--- config.mk ---
export PLATFORM = sky130hd
export DESIGN_NAME = fprmc_top
export DESIGN_NICKNAME = d
export VERILOG_FILES = /design/src/fprmc_model_dec.sv /design/src/fprmc_top.sv
export SDC_FILE = /design/constraint.sdc
export NUM_CORES = 1
export LEC_CHECK = 0
export CORE_MARGIN = 2
export CORE_UTILIZATION = 30
export CTS_CLUSTER_SIZE = 16
export DETAILED_ROUTE_END_ITERATION = 12
export DONT_BUFFER_PORTS = 1
export PLACE_DENSITY = 0.43
export RECOVER_POWER = 100
export REMOVE_ABC_BUFFERS = 1
export SLEW_MARGIN = 20
export SYNTH_ARGS = -nofsm -noshare
export SYNTH_HDL_FRONTEND = slang
export SYNTH_SLANG_ARGS = --single-unit
--- constraint.sdc ---
create_clock -name clk_i -period 1.7 [get_ports clk_i]
set_input_delay 0.17 -clock clk_i [delete_from_list [all_inputs] [get_ports clk_i]]
set_output_delay 0.17 -clock clk_i [all_outputs]
set_load 0.03 [all_outputs]
--- src/fprmc_model_dec.sv ---
// Package of shared constants and the computation model decoder.
package fprmc_pkg;
    // Register bus geometry.
    localparam int ADDR_W = 4;
    localparam int DATA_W = 16;
    // Register offsets.
    localparam logic [3:0] OFF_TRAPS  = 4'h0;
    localparam logic [3:0] OFF_SF0    = 4'h1;
    localparam logic [3:0] OFF_SF1    = 4'h2;
    localparam logic [3:0] OFF_SF2    = 4'h3;
    localparam logic [3:0] OFF_SF3    = 4'h4;
    localparam logic [3:0] OFF_IRQ_ST = 4'h5;
    localparam logic [3:0] OFF_IRQ_MK = 4'h6;
    // Status field layout.
    localparam int SF_W     = 13;
    localparam int NUM_SF   = 4;
    localparam int FTZ_BIT  = 0;
    localparam int WRE_BIT  = 1;
    localparam int PC_LO    = 2;
    localparam int RC_LO    = 4;
    localparam int TD_BIT   = 6;
    localparam int FLAG_LO  = 7;
    // Exception order shared by trap bits and flags.
    localparam int NUM_EXC  = 6;
    localparam int EXC_V    = 0;
    localparam int EXC_D    = 1;
    localparam int EXC_Z    = 2;
    localparam int EXC_O    = 3;
    localparam int EXC_U    = 4;
    localparam int EXC_I    = 5;
    // Interrupt status bits.
    localparam int IRQ_W    = 2;
    localparam int IRQ_TRAP = 0;
    localparam int IRQ_RSV  = 1;
    // Reset values.
    localparam logic [NUM_EXC-1:0] TRAPS_RST = 6'h3f;
    localparam logic [SF_W-1:0]    SF_RST    = 13'h0000;
    // Model widths in bits.
    localparam logic [6:0] SIG_24 = 7'h18;
    localparam logic [6:0] SIG_53 = 7'h35;
    localparam logic [6:0] SIG_64 = 7'h40;
    localparam logic [4:0] EXP_8  = 5'h08;
    localparam logic [4:0] EXP_11 = 5'h0b;
    localparam logic [4:0] EXP_15 = 5'h0f;
    localparam logic [4:0] EXP_17 = 5'h11;
    // Precision completer carried by the instruction.
    typedef enum logic [1:0] {
        PCC_NONE = 2'b00,
        PCC_S    = 2'b01,
        PCC_D    = 2'b10
    } fprmc_pcc_e;
    // Dynamic precision control codes.
    localparam logic [1:0] PC_24  = 2'b00;
    localparam logic [1:0] PC_RSV = 2'b01;
    localparam logic [1:0] PC_53  = 2'b10;
    localparam logic [1:0] PC_64  = 2'b11;
    // Rounding directions.
    typedef enum logic [1:0] {
        RND_NEAR = 2'b00,
        RND_DOWN = 2'b01,
        RND_UP   = 2'b10,
        RND_ZERO = 2'b11
    } fprmc_rnd_e;
    // Instruction issue from decode.
    typedef struct packed {
        logic [1:0] sf_sel;
        fprmc_pcc_e pcc;
        logic       parallel;
    } fprmc_op_s;
    // Raw result facts from the datapath.
    typedef struct packed {
        logic               tiny;
        logic               sign;
        logic [NUM_EXC-1:0] exc;
    } fprmc_res_s;
    // Control answer back to the datapath.
    typedef struct packed {
        logic               valid;
        fprmc_rnd_e         rnd;
        logic [6:0]         sig_bits;
        logic [4:0]         exp_bits;
        logic               reserved;
        logic               flush;
        logic               flush_sign;
        logic [NUM_EXC-1:0] trap;
    } fprmc_ctl_s;
endpackage

`timescale 1ns/1ps

// Picks significand and exponent widths from completer and field controls.
module fprmc_model_dec (
    input  wire fprmc_pkg::fprmc_pcc_e pcc_i,
    input  wire logic                  parallel_i,
    input  wire logic                  wre_i,
    input  wire logic [1:0]            pc_i,
    output logic [6:0]                 sig_bits_o,
    output logic [4:0]                 exp_bits_o,
    output logic                       reserved_o
);
    import fprmc_pkg::*;

    // Pure decode; the caller registers the result.
    always_comb begin
        reserved_o = 1'b0;
        sig_bits_o = SIG_64;
        exp_bits_o = EXP_17;
        if (pcc_i == PCC_S || pcc_i == PCC_D) begin
            // Static completer wins over the dynamic precision.
            sig_bits_o = (pcc_i == PCC_S) ? SIG_24 : SIG_53;
            if (wre_i) begin
                exp_bits_o = EXP_17;
            end else begin
                exp_bits_o = (pcc_i == PCC_S) ? EXP_8 : EXP_11;
            end
        end else if (parallel_i) begin
            // Paired single lanes ignore the dynamic precision and range controls.
            sig_bits_o = SIG_24;
            exp_bits_o = EXP_8;
        end else if (pcc_i == PCC_NONE) begin
            // Dynamic precision selects the width.
            exp_bits_o = wre_i ? EXP_17 : EXP_15;
            case (pc_i)
                PC_24:   sig_bits_o = SIG_24;
                PC_53:   sig_bits_o = SIG_53;
                PC_64:   sig_bits_o = SIG_64;
                default: begin
                    // Reserved code: flagged, widest significand kept as fallback.
                    sig_bits_o = SIG_64;
                    reserved_o = 1'b1;
                end
            endcase
        end
    end
endmodule // fprmc_model_dec

--- src/fprmc_top.sv ---
// Result model control beside the floating-point datapath.
`timescale 1ns/1ps

module fprmc_top (
    input  wire logic                    clk_i,
    input  wire logic                    rst_n_i,
    input  wire logic [fprmc_pkg::ADDR_W-1:0] addr_i,
    input  wire logic [fprmc_pkg::DATA_W-1:0] wdata_i,
    input  wire logic                    wr_i,
    input  wire logic                    rd_i,
    input  wire logic                    op_valid_i,
    input  wire fprmc_pkg::fprmc_op_s    op_i,
    input  wire fprmc_pkg::fprmc_res_s   res_i,
    output logic [fprmc_pkg::DATA_W-1:0] rdata_o,
    output fprmc_pkg::fprmc_ctl_s        ctl_o,
    output logic                         irq_o
);
    import fprmc_pkg::*;

    // Every flip-flop of the block lives in this one struct.
    typedef struct packed {
        logic [NUM_EXC-1:0]           traps;    // Shared trap disables.
        logic [NUM_SF-1:0][SF_W-1:0]  sf;       // Main plus alternates.
        logic [IRQ_W-1:0]             irq_st;   // Sticky event bits.
        logic [IRQ_W-1:0]             irq_mk;   // Interrupt mask.
        logic [DATA_W-1:0]            rdata;    // Read answer.
        fprmc_ctl_s                   ctl;      // Answer to datapath.
        logic                         irq;      // Interrupt line.
    } fprmc_state_s;

    fprmc_state_s st_ff;   // Registered state.
    fprmc_state_s nxt_st;  // Next state.

    logic [SF_W-1:0]    sel_sf;    // Field chosen by the current op.
    logic               td_eff;    // Field level trap override.
    logic [NUM_EXC-1:0] trap_en;   // Effective trap enables.
    logic               flush_c;   // Flush to zero taken this op.
    logic [NUM_EXC-1:0] trap_c;    // Exceptions signalled this op.
    logic [NUM_EXC-1:0] flag_set;  // Flags hardware sets this op.
    logic [6:0]         sig_c;     // Decoded significand width.
    logic [4:0]         exp_c;     // Decoded exponent width.
    logic               rsv_c;     // Reserved precision selected.

    // Width decode for the chosen field.
    fprmc_model_dec u_dec (
        .pcc_i      (op_i.pcc),
        .parallel_i (op_i.parallel),
        .wre_i      (sel_sf[WRE_BIT]),
        .pc_i       (sel_sf[PC_LO +: 2]),
        .sig_bits_o (sig_c),
        .exp_bits_o (exp_c),
        .reserved_o (rsv_c)
    );

    // Exception policy for the op in flight.
    always_comb begin
        sel_sf = st_ff.sf[op_i.sf_sel];
        // The main field has no override; its stored bit is held at zero.
        td_eff = (op_i.sf_sel != 2'b00) && sel_sf[TD_BIT];
        // A set trap bit disables; the override disables all six.
        trap_en = td_eff ? '0 : ~st_ff.traps;
        // Underflow enabled takes priority over flush mode.
        flush_c = op_valid_i && res_i.tiny && sel_sf[FTZ_BIT]
                  && !trap_en[EXC_U];
        trap_c = res_i.exc & trap_en;
        if (op_valid_i && res_i.tiny && trap_en[EXC_U]) begin
            trap_c[EXC_U] = 1'b1;
        end
        if (flush_c) begin
            // A flushed zero is always inexact, never a raised underflow.
            trap_c[EXC_U] = 1'b0;
            trap_c[EXC_I] = trap_en[EXC_I];
        end
        if (!op_valid_i) begin
            trap_c = '0;
        end
        flag_set = op_valid_i ? res_i.exc : '0;
        if (flush_c) begin
            flag_set[EXC_U] = 1'b1;
            flag_set[EXC_I] = 1'b1;
        end
    end

    // Next state: bus writes first, then hardware sets on top.
    always_comb begin
        nxt_st = st_ff;
        // Software writes to the register file.
        if (wr_i) begin
            case (addr_i)
                OFF_TRAPS: nxt_st.traps = wdata_i[NUM_EXC-1:0];
                OFF_SF0: begin
                    nxt_st.sf[0] = wdata_i[SF_W-1:0];
                    nxt_st.sf[0][TD_BIT] = 1'b0;
                end
                OFF_SF1:    nxt_st.sf[1] = wdata_i[SF_W-1:0];
                OFF_SF2:    nxt_st.sf[2] = wdata_i[SF_W-1:0];
                OFF_SF3:    nxt_st.sf[3] = wdata_i[SF_W-1:0];
                OFF_IRQ_ST: nxt_st.irq_st = st_ff.irq_st
                                            & ~wdata_i[IRQ_W-1:0];
                OFF_IRQ_MK: nxt_st.irq_mk = wdata_i[IRQ_W-1:0];
                default: begin
                    // Unmapped writes are dropped.
                end
            endcase
        end
        // Hardware only ever sets flags, so a same cycle clear loses.
        nxt_st.sf[op_i.sf_sel][FLAG_LO +: NUM_EXC] =
            nxt_st.sf[op_i.sf_sel][FLAG_LO +: NUM_EXC] | flag_set;
        if (|trap_c) begin
            nxt_st.irq_st[IRQ_TRAP] = 1'b1;
        end
        if (op_valid_i && rsv_c) begin
            nxt_st.irq_st[IRQ_RSV] = 1'b1;
        end
        // Read answer stands only in the cycle after the strobe.
        nxt_st.rdata = '0;
        if (rd_i) begin
            case (addr_i)
                OFF_TRAPS:  nxt_st.rdata = {{(DATA_W-NUM_EXC){1'b0}},
                                            st_ff.traps};
                OFF_SF0: begin
                    nxt_st.rdata = {{(DATA_W-SF_W){1'b0}}, st_ff.sf[0]};
                    nxt_st.rdata[TD_BIT] = 1'b0;
                end
                OFF_SF1:    nxt_st.rdata = {{(DATA_W-SF_W){1'b0}},
                                            st_ff.sf[1]};
                OFF_SF2:    nxt_st.rdata = {{(DATA_W-SF_W){1'b0}},
                                            st_ff.sf[2]};
                OFF_SF3:    nxt_st.rdata = {{(DATA_W-SF_W){1'b0}},
                                            st_ff.sf[3]};
                OFF_IRQ_ST: nxt_st.rdata = {{(DATA_W-IRQ_W){1'b0}},
                                            st_ff.irq_st};
                OFF_IRQ_MK: nxt_st.rdata = {{(DATA_W-IRQ_W){1'b0}},
                                            st_ff.irq_mk};
                default:    nxt_st.rdata = '0;
            endcase
        end
        // Per-op answer to the datapath, standing only in the cycle after a valid op.
        nxt_st.ctl = '0;
        if (op_valid_i) begin
            nxt_st.ctl.valid = 1'b1;
            // Direction comes straight from the chosen field.
            nxt_st.ctl.rnd = fprmc_rnd_e'(sel_sf[RC_LO +: 2]);
            nxt_st.ctl.sig_bits = sig_c;
            nxt_st.ctl.exp_bits = exp_c;
            nxt_st.ctl.reserved = rsv_c;
            nxt_st.ctl.flush = flush_c;
            nxt_st.ctl.flush_sign = res_i.sign;
            nxt_st.ctl.trap = trap_c;
        end
        // Level interrupt tracks the registered status and mask.
        nxt_st.irq = |(nxt_st.irq_st & nxt_st.irq_mk);
    end

    // Single register stage; synchronous active low reset.
    always_ff @(posedge clk_i) begin
        if (!rst_n_i) begin
            st_ff        <= '0;
            st_ff.traps  <= TRAPS_RST;
            st_ff.sf     <= {NUM_SF{SF_RST}};
        end else begin
            st_ff <= nxt_st;
        end
    end

    assign rdata_o = st_ff.rdata;
    assign ctl_o   = st_ff.ctl;
    assign irq_o   = st_ff.irq;
endmodule // fprmc_top

Word-level counts from Yosys, hierarchy flattened
Index checks and enable logic that the tools add are counted.
Cells by class
  add/subtract/negate cells: 0
  multiply operators: 0
  divide/modulo/power cells: 0
  order comparisons: 2
  eq/ne operators: 10
  shift operators: 0
  multiplexer cells: 39
  bitwise operators: 6
  reduce and logical (&&, ||, !) cells: 19
Operators by type and width (number)
  $pmux 13 s7: 1
  $mux 13: 6
  $mux 56: 1
  $bmux 13 s2: 2
  $bwmux 52: 1
  $mux 7: 4
  $demux 13 s2: 1
  $mux 5: 5
  $mux 24: 1
  $mux 6: 4
  $pmux 7 s2: 1
  $eq 4x3->1 const B: 3
  $mux 2: 5
  $eq 4x2->1 const B: 2
  $logic_and 1x1->1: 7
  $mux 1: 7
  $and 6x6->6: 1
  $eq 2x2->1 const B: 3
  $not 6->6: 1
  $or 6x6->6: 1
  $reduce_and 2->1: 3
  $reduce_or 6->1: 1
  $and 2x2->2: 2
  $eq 4x1->1 const B: 1
  other kinds (11): 12
Word-level totals
  register bits after elaboration: 103
  bits in latches: 0
  memory bits (writable): 0
  ROM bits: 0
  input port bits: 38
  output and inout bits: 41
  memories: 0

Logic depth before layout (Yosys ltp)
Gate-level depths: netlist of run 1.
  word-level depth: 12
  gate-level depth with buffers: 7

Hierarchy
From an unflattened synthesis of run 1, not the netlist that was laid out.
Second synthesis, totals
  cell total of the unflattened synthesis: 527
  area, all modules: 4645.7 µm²
Modules (own cells, without submodules)
  fprmc_top: instances 1, cells each 500, area each 4466.8 µm²
  fprmc_model_dec: instances 1, cells each 27, area each 178.9 µm²

Least setup slack after synthesis of run 1
OpenSTA, ideal clock, no wires.
  kind: input to register
  start: in addr_i[3] (netlist name)
  end: reg st_ff[69] (netlist name)
  setup time: 0.132 ns
  arrival time: 1.622 ns
  required time: 1.568 ns
  slack: -0.054 ns
  cell stages on the path: 6
  cell sequence: buf_2 or3b_4 nor2_4 mux2_2 a211oi_2 o32ai_1
On the way
  longest elaborated chain between the ends: 7
  elaborated cells on any way between the ends: 13
  classes of those cells: eq/ne (4); mux (8); bitwise (1)
RTL lines
  start, declared: RTL line fprmc_top.sv:7  | input wire logic [fprmc_pkg::ADDR_W-1:0] addr_i,
  $eq 4x1->1, or another cell as far along: RTL line fprmc_top.sv:89  | case (addr_i)
  $mux 13: RTL line fprmc_top.sv:89
  $mux 56 (*): RTL line fprmc_top.sv:88  | if (wr_i) begin
  $bmux 13 s2: RTL line fprmc_top.sv:108  | nxt_st.sf[op_i.sf_sel][FLAG_LO +: NUM_EXC] | flag_set;
  $mux 13 (not written as such): RTL line fprmc_top.sv:108
  $or 6x6->6: RTL line fprmc_top.sv:108
  $bwmux 52 (*): RTL line fprmc_top.sv:107  | nxt_st.sf[op_i.sf_sel][FLAG_LO +: NUM_EXC] =
  end signal, assigned: RTL line fprmc_top.sv:162  | st_ff <= nxt_st;
  end, declared: RTL line fprmc_top.sv:31  | fprmc_state_s st_ff;
Mark *: on every way between the ends. The rest lies on a longest branch, timed or not. The select of a mux whose other input is x is not followed.
A chain may end at the register's enable or synchronous reset.

==> metrics.txt, run 1 <==
status=finished with violations; violated checks=setup timing; RSZ-0062 raised after global routing=true; FFs w/ async S/R, synth=0%; hpwl dp=9.26 mm; Power, Total=4.78 mW; routability cong.=0.795; Die X-Extent=126 µm; Hold Fails Final Rpt=0; met1 Use GR=24.9%; Routed Antenna Nets=0; slowest stage cell, crit path=mux4_2; worst-margin pin slew=0.892 ns; dominant synthesized flop cell=dfxtp_1; Initial Util=30.8%; GRT overflow=0; crit path launch type=register; Max FO, Critical Path=2; syn avg cell area=8.87 µm²; Worst Hold Class=input pin to register; GRT Overall Usage=18.1%; Worst Hold Depth=2; f_max=0.581 GHz; crit-path cells=mux4_2 -> a41oi_2 -> nor4bb_4 -> a311oi_2 -> buf_4 -> o32ai_2; Root Buffer Master=clkbuf_16; initial antenna violation count=0; max-slew violations=0; Via Count=3676; Leakage=1.76 nW; synth unique cells=56; # DRC=0; fin nets=553; GRT busiest layer=met2; Vias/cell=5.24; I/O Buffers=0; Setup WS pre-CTS=0.00375 ns; number of DRC markers in iteration 0=361; Pwr Density=939 mW/mm²; first-pass GRT wire length=21.7 mm; r2r setup slk=-0.02 ns; CTS buffer count=9; core area=0.0146 mm²; met3 Use GR=4.72%; Clock Skew=0.00799 ns; layout cells sized above 1=11.6%; clock slew at reported path FFs=0.07 ns; #FFs+latches synth=96; Final WS setup=-0.0213 ns; sw frac=23.9%; power share of the combinational group=8.1%; CP Data Arrival Time=1.94 ns; Tcrit/Tclk final=101%; M2 GR Usage=27.3%; Die Area=0.0160 mm²; Setup CP Type=register to register; post-synthesis sequential area ratio=42.7%; vias in the first global route=3620; required time of the critical path=1.92 ns; synth warn=0; Clk pwr share=42.5%; largest net degree at the start of global routing=24; Slew headroom=40.6%; sw power=1.15 mW; Worst-Skew Late Latency=0.35 ns; Pre-antenna DRT Iters=6; die height=126 µm; worst r2r path cells=6; Top Ports=79; Max Buffers Root-to-Sink=2; Crit path largest cell delay=0.51 ns; Post-synth EDFFs=0; Post-Syn Area=0.00450 mm²; layout overhead on the synthesized area=13.2%; crit path capture type=register; maxcap violations=0; Final Setup Violations=1; post-layout minimum cycle time=1.72 ns; P_int=3.64 mW; row count=44; wire per inst=20.6 µm; n_diodes=0; CTS tree=built; Mapped Cells=507; Sink Count=96; H-tree Lvls=3; Sequential Power Share=49.4%; routed wire length=14.4 mm; Max VDD drop=0.470 mV
power groups by stage:
stage          logic, mW  registers, mW  clock network, mW
3_5_place_dp       0.309           2.41                  0
2_1_floorplan      0.206           2.41                  0
5_1_grt            0.423           2.37               2.20
6_report           0.388           2.36               2.03
3_3_place_gp       0.307           2.41                  0
4_1_cts            0.389           2.36               2.09
per-layer routing:
metal	part of all wire [%]	wire [µm]	up-vias
met1	46	6670	1779
met3	6.8	984	20
li1	-	-	1746
met4	1.8	255	0
met5	0	0	-
met2	45	6520	131
cells in the final DEF, fill, tap and decap left out, types with 9 or more instances in the layout:
cell type	n
dfxtp_1	94
nand2_1	84
a21oi_1	41
nor2_1	36
dlygate4sd3_1	32
mux2i_1	25
nand3_1	24
buf_4	21
a222oi_1	11
a31oi_1	11
clkbuf_1	11
inv_1	10
a22oi_1	9
clkbuf_16	9
layout make-up:
class                      count  area [µm²]
timing repair buffer          63         517
tap                          184         230
clock inverter                 3        42.5
multi-input combinational    332        2090
clock buffer                  12         246
fill                        1506        9500
inverter                      11        41.3
sequential                    96        1920
synthesized netlist by cell type, types with 2 or more instances:
master,instances,area [µm²]
buf_4,44,330
o21ai_0,7,35.0
mux4_2,6,135
a21oi_1,41,205
and3_1,2,12.5
clkbuf_1,15,56.3
and2_1,8,50.1
buf_2,10,50.1
nor3_1,8,40.0
dfxtp_1,96,1920
nand2_1,84,315
a31oi_1,11,68.8
mux2i_1,25,250
o2bb2ai_1,2,17.5
nor2_2,3,18.8
o32ai_1,2,17.5
inv_1,10,37.5
nand3_1,24,120
nor2_1,33,124
o22ai_1,4,25.0
o211ai_1,3,22.5
nor2b_1,7,43.8
mux2_2,2,22.5
a222oi_1,11,110
nand2b_1,6,37.5
nor3b_1,4,30.0
a22oi_1,9,67.6
ha_1,2,25.0
path summary, 6_finish.rpt:
kind | startpoint | end
worst max-delay path | register | irq_o
worst min-delay path | res_i[1] | ctl_o[1]
worst min register to register | st_ff[94] | rdata_o[10]
worst max register to register | register | irq_o
cell families (layout without fill, tap and decap cells):
family	after synthesis	after routing	synth area share, %
AND/OR/NAND/NOR	190	190	20.5
AO/OA/AOI/OAI	102	102	15.8
flip-flops	96	96	42.7
buffers and inverters	82	89	11.0
multiplexers	34	34	9.40
adder cells (fa/ha/maj)	2	2	0.556
other	1	4	0.0834
what timing repair did:
action / CTS / global route
endpoints found under the hold margin: 62 / 0
pin swaps: 0 / 1
endpoints found under the setup margin: 1 / 6
gates resized for setup: 0 / 4
buffers inserted: 0 / 1
hold buffers: 32 / 0
per-stage QoR:
stage	std cells	cell area [µm²]	setup TNS (ns)	hold slack (ns)	utilization (%)
6_report	701	5090	-0.0213	0.00859	34.9
5_1_grt	701	5090	-0.116	0.0144	34.9
4_1_cts	700	5120	-0.00747	0.00209	35.1
3_5_place_dp	653	4510	0	0.253	30.9
3_3_place_gp	653	4510	0	0.250	30.9
2_1_floorplan	439	4060	-0.175	0.242	-
critical path, delay by kind of cell, from the launching register on:
family,cells,cell delay (ns)
AOI/OAI and AO/OA,3,0.52
buffers and inverters,1,0.17
DFF,1,0.31
muxes,1,0.51
and+or+nand+nor,1,0.08
Power figures use the tool's default switching activity.
==> inputs of run 2 (changes only) <==
--- a/config.mk
+++ b/config.mk
@@ -7,10 +7,11 @@
 export LEC_CHECK = 0
 export CORE_MARGIN = 2
 export CORE_UTILIZATION = 30
+export CTS_CLUSTER_DIAMETER = 200
 export CTS_CLUSTER_SIZE = 16
 export DETAILED_ROUTE_END_ITERATION = 12
 export DONT_BUFFER_PORTS = 1
-export PLACE_DENSITY = 0.43
+export PLACE_DENSITY = 0.42
 export RECOVER_POWER = 100
 export REMOVE_ABC_BUFFERS = 1
 export SLEW_MARGIN = 20
==> constraint.sdc (replaced) <==
create_clock -name clk_i -period 2.1 [get_ports clk_i]
set_input_delay 0.21 -clock clk_i [delete_from_list [all_inputs] [get_ports clk_i]]
set_output_delay 0.21 -clock clk_i [all_outputs]
set_load 0.03 [all_outputs]
==> run 2 against run 1 <==
The run now ends clean; critical path type unchanged; worst hold slack better by 0.0058 ns; power fell by 15%; sequential power shrank 19%; worst setup slack better by 0.30 ns; global-route usage rose by 0.52 points; cell count down 2.3%; clock skew is 0.0025 ns higher; largest power group unchanged; core utilization shrank 0.89 points; count of clock-buffer cells in the layout decreased by 3.
==> metrics.txt, run 2 (synthesis gave the netlist of run 1 again) <==
Clk pwr share=45.6% (was 42.5%); Tcrit/Tclk final=86.7% (was 101%); die height=126 µm (unchanged); CP Data Arrival Time=2.04 ns (was 1.94 ns); Final WS setup=0.279 ns (was -0.0213 ns); fin nets=536 (was 553); most frequent cells in the layout=dfxtp_1, nand2_1, a21oi_1, nor2_1, mux2i_1 (was dfxtp_1, nand2_1, a21oi_1, nor2_1, dlygate4sd3_1); routed wire length=14.6 mm (was 14.4 mm); most common cell after layout, fill and taps aside=dfxtp_1 (unchanged); number of DRC markers in iteration 0=336 (was 361); Crit path largest cell delay=0.47 ns (was 0.51 ns); status=finished clean (was finished with violations); Die Area=0.0160 mm² (unchanged); Initial Util=30.8% (unchanged); row count=44 (unchanged); CP bufs+invs=0 (was 1); GRT overflow=0 (unchanged); Sequential Power Share=47.1% (was 49.4%); RSZ-0062 raised after global routing=false (was true); sw power=1.01 mW (was 1.15 mW); Sink Count=96 (unchanged); # DRC=0 (unchanged); Worst Hold Depth=2 (unchanged); r2r setup slk=0.28 ns (was -0.02 ns); Max Buffers Root-to-Sink=2 (unchanged); largest net degree at the start of global routing=29 (was 24); Max VDD drop=0.406 mV (was 0.470 mV); Hold Fails Final Rpt=0 (unchanged); register area=0.00192 mm² (about the same); Max FO, Critical Path=4 (was 2); Worst-Skew Late Latency=0.36 ns (was 0.35 ns); Critical R2R Capture=st_ff[96] (was irq_o); crit path launch type=register (unchanged); Slew headroom=30.1% (was 40.6%); post-layout minimum cycle time=1.82 ns (was 1.72 ns); GRT Overall Usage=18.6% (was 18.1%); Setup WS pre-CTS=0.339 ns (was 0.00375 ns); H-tree Lvls=3 (unchanged); required time of the critical path=2.32 ns (was 1.92 ns); Vias/cell=5.41 (was 5.24); Root Buffer Master=clkbuf_16 (unchanged); CTS buffer count=9 (unchanged); n_diodes=0 (unchanged); CTS tree=built (unchanged); Setup CP Type=register to register (unchanged); Via Count=3709 (was 3676); Pwr Density=816 mW/mm² (was 939 mW/mm²); Routed Antenna Nets=0 (unchanged); hold path start=wdata_i[2] (was res_i[1]); f_max=0.549 GHz (was 0.581 GHz); routability cong.=0.811 (was 0.795); slowest stage cell, crit path=o21ai_0 (was mux4_2); fillers=1541 (was 1506); area of the multi-input gates=0.00207 mm² (was 0.00209 mm²); Leakage=1.67 nW (was 1.76 nW); Top Ports=79 (unchanged); Worst Hold Class=input pin to register (unchanged); Pre-antenna DRT Iters=5 (was 6); Worst path top cell family by delay=compound AO/OA/AOI/OAI gates (unchanged); core area=0.0146 mm² (unchanged); hold_ws=0.0144 ns (was 0.00859 ns); clock slew at reported path FFs=0.07 ns (about the same); P_int=3.04 mW (was 3.64 mW); hpwl dp=9.66 mm (was 9.26 mm); Clock Skew=0.0105 ns (was 0.00799 ns); crit path capture type=register (unchanged); Final Setup Violations=0 (was 1); layout overhead on the synthesized area=10.3% (was 13.2%); Die X-Extent=126 µm (unchanged); worst-margin pin slew=1.05 ns (was 0.892 ns); first-pass GRT wire length=22.3 mm (was 21.7 mm); layout cells sized above 1=9.98% (was 11.6%); wire per inst=21.3 µm (was 20.6 µm); total negative setup slack=0 ns (was -0.0213 ns); vias in the first global route=3611 (was 3620); crit-path cells=mux2_1 -> a221oi_1 -> nor2_1 -> o21ai_0 -> o22ai_1 (was mux4_2 -> a41oi_2 -> nor4bb_4 -> a311oi_2 -> buf_4 -> o32ai_2); I/O Buffers=0 (unchanged); maxcap violations=0 (unchanged); worst r2r path cells=5 (was 6); max-slew violations=0 (unchanged); sw frac=24.9% (was 23.9%); initial antenna violation count=0 (unchanged); power share of the combinational group=7.3% (was 8.1%)
run 2: how the worst max path moves through the flow:
| stage | from | endpoint | slack (ns) | cells after the start |
|---|---|---|---|---|
| finish | register | st_ff[96] | 0.28 | 5 |
| detailed placement | register | irq_o | 0.34 | 5 |
| global placement | register | irq_o | 0.37 | 5 |
| global route | register | st_ff[83] | 0.18 | 5 |
| CTS | register | irq_o | 0.32 | 5 |
| floorplan | addr_i[3] | st_ff[56] | 0.21 | 5 |
run 2: power groups by stage:
stage	combinational (mW)	sequential [mW]	clock (mW)
2_1_floorplan	0.167	1.95	0
3_3_place_gp	0.247	1.95	0
3_5_place_dp	0.249	1.95	0
4_1_cts	0.301	1.91	1.89
5_1_grt	0.320	1.91	1.97
6_report	0.295	1.91	1.85
run 2: cell type report:
type,count,area share [%]
clock buffer,9,4.54
timing repair buffer,46,7.56
tap,184,4.64
clock inverter,7,2.09
inverter,11,0.832
sequential,96,38.7
multi-input combinational,332,41.6
run 2: metal layers:
metal | track usage, % | up-vias | routed length (µm)
met5 | 0 | - | 0
met4 | 8.02 | 0 | 423
met3 | 5.23 | 35 | 975
met2 | 28.2 | 139 | 6600
met1 | 24.8 | 1820 | 6610
li1 | - | 1715 | -
run 2: metrics by stage:
step / instances / cell area [µm²] / util (%) / power [mW]
2_1_floorplan: 439 / 4060 / - / 2.12
5_1_grt: 685 / 4960 / 34.0 / 4.20
3_3_place_gp: 647 / 4480 / 30.7 / 2.20
4_1_cts: 685 / 5030 / 34.5 / 4.10
3_5_place_dp: 647 / 4480 / 30.7 / 2.20
6_report: 685 / 4960 / 34.0 / 4.05
run 2: timing repair:
item,CTS,global route
endpoints found under the hold margin,51,0
setup buffers,0,0
hold buffers,22,0
resized for setup,0,0
==> inputs of run 3 (changes only) <==
--- a/config.mk
+++ b/config.mk
@@ -12,7 +12,6 @@
 export DETAILED_ROUTE_END_ITERATION = 12
 export DONT_BUFFER_PORTS = 1
 export PLACE_DENSITY = 0.42
-export RECOVER_POWER = 100
 export REMOVE_ABC_BUFFERS = 1
 export SLEW_MARGIN = 20
 export SYNTH_ARGS = -nofsm -noshare
==> run 3 against run 2 <==
Sequential share of layout area down 0.51 points; sequential power about the same; core utilization up 0.45 points; design area up 1.3%; cell count unchanged; critical path type unchanged.
==> metrics.txt, run 3 (synthesis gave the netlist of run 1 again) <==
post-layout minimum cycle time=1.79 ns (was 1.82 ns); worst r2r path cells=5 (unchanged); required time of the critical path=2.33 ns (was 2.32 ns); sw frac=25.0% (was 24.9%); met1 wire length=6.61 mm (about the same); Slew headroom=55.4% (was 30.1%); crit path capture type=register (unchanged); core area=0.0146 mm² (unchanged); Clk pwr share=45.6% (about the same); sw power=1.01 mW (about the same); Power, Total=4.06 mW (was 4.05 mW); Max Buffers Root-to-Sink=2 (unchanged); first-pass GRT wire length=22.3 mm (unchanged); max-slew violations=0 (unchanged); DR WL met2=6.64 mm (was 6.60 mm); Setup WS pre-CTS=0.339 ns (unchanged); Max FO, Critical Path=3 (was 4); n_diodes=0 (unchanged); number of DRC markers in iteration 0=370 (was 336); Routed Antenna Nets=0 (unchanged); r2r setup slk=0.31 ns (was 0.28 ns); Setup CP Type=register to register (unchanged); CP Data Arrival Time=2.01 ns (was 2.04 ns); Placed Cells=647 (unchanged); Worst Hold Depth=2 (unchanged); fin nets=536 (unchanged); worst-margin pin slew=0.668 ns (was 1.05 ns); RSZ-0062 raised after global routing=false (unchanged); hpwl dp=9.66 mm (unchanged); Hold Fails Final Rpt=0 (unchanged); Root Buffer Master=clkbuf_16 (unchanged); vias in the first global route=3611 (unchanged); crit path launch type=register (unchanged); Tcrit/Tclk final=85.1% (was 86.7%); Pwr Density=808 mW/mm² (was 816 mW/mm²); power share of the combinational group=7.4% (was 7.3%); hold_ws=0.0116 ns (was 0.0144 ns); Final WS setup=0.314 ns (was 0.279 ns); Leakage=1.75 nW (was 1.67 nW); initial antenna violation count=0 (unchanged); H-tree Lvls=3 (unchanged); Final Util=34.5% (was 34.0%); GRT Overall Usage=18.6% (unchanged); final instance area=0.00503 mm² (was 0.00496 mm²); Sink Count=96 (unchanged); status=finished clean (unchanged); Top Ports=79 (unchanged); I/O Buffers=0 (unchanged); most common cell after layout, fill and taps aside=dfxtp_1 (unchanged); maxcap violations=0 (unchanged); Worst-Skew Late Latency=0.36 ns (about the same); Die Area=0.0160 mm² (unchanged); Max VDD drop=0.406 mV (about the same); Initial Util=30.8% (unchanged); routability cong.=0.811 (unchanged); Via Count=3681 (was 3709); layout cells sized above 1=13.0% (was 9.98%); die height=126 µm (unchanged); # DRC=0 (unchanged); Die X-Extent=126 µm (unchanged); Worst Hold Class=input pin to register (unchanged); post-CTS setup buffers=0 (unchanged); fillers=1524 (was 1541); routed wire length=14.6 mm (about the same); total negative setup slack=0 ns (unchanged); P_int=3.05 mW (was 3.04 mW); Critical R2R Capture=irq_o (was st_ff[96]); CTS buffer count=9 (unchanged); Pre-antenna DRT Iters=5 (unchanged); Clock Skew=0.0120 ns (was 0.0105 ns); CTS tree=built (unchanged); largest net degree at the start of global routing=29 (unchanged); layout overhead on the synthesized area=11.8% (was 10.3%); uppermost layer routed=met4 (unchanged); Final Setup Violations=0 (unchanged); hold path start=wdata_i[2] (unchanged); Post-DP Area=0.00448 mm² (unchanged); row count=44 (unchanged); clock slew at reported path FFs=0.08 ns (was 0.07 ns); wire per inst=21.3 µm (about the same); Sequential Power Share=47.0% (was 47.1%); most frequent cells in the layout=dfxtp_1, nand2_1, a21oi_1, nor2_1, mux2i_1 (unchanged); Final Non-Filler Cells=685 (unchanged); f_max=0.560 GHz (was 0.549 GHz); Vias/cell=5.37 (was 5.41); met3 WL=931 µm (was 975 µm); GRT overflow=0 (unchanged)
[run 3: worst max-delay path, cell delays in order, from the launching register on]
cell and delay [ns]:
dfxtp_1 0.34, mux4_2 0.54, a41oi_2 0.23, nor4bb_2 0.08, a311oi_2 0.35, o32ai_2 0.12
[run 3: worst max path at each step]
stage / start / endpoint / slack, ns
final: register / irq_o / 0.31
after global routing: register / irq_o / 0.31
after CTS: register / irq_o / 0.32
after detailed placement: register / irq_o / 0.34
after global placement: register / irq_o / 0.37
after floorplan: addr_i[3] / st_ff[56] / 0.21
[run 3: final cells by class]
class,instances,area [µm²],area share [%]
Multi-Input combinational cell,332,2090,41.6
Inverter,11,41.3,0.821
Clock inverter,7,104,2.06
Timing Repair Buffer,46,413,8.21
Clock buffer,9,225,4.48
Tap cell,184,230,4.58
Sequential cell,96,1920,38.2
[run 3: power by group through the flow]
stage	registers (mW)	logic (mW)	clock network [mW]
2_1_floorplan	1.95	0.167	0
3_3_place_gp	1.95	0.247	0
3_5_place_dp	1.95	0.249	0
4_1_cts	1.91	0.301	1.89
5_1_grt	1.91	0.326	1.97
6_report	1.91	0.301	1.85
[run 3: repair_timing]
item | CTS | global route
gates resized for setup | 0 | 0
hold buffers | 22 | 0
endpoints found under the hold margin | 51 | 0
[run 3: per-layer routing]
layer / up-vias / GRT usage [%]
li1: 1718 / -
met1: 1811 / 24.8
met2: 123 / 28.2
met3: 29 / 5.23
met4: 0 / 8.02
met5: - / 0
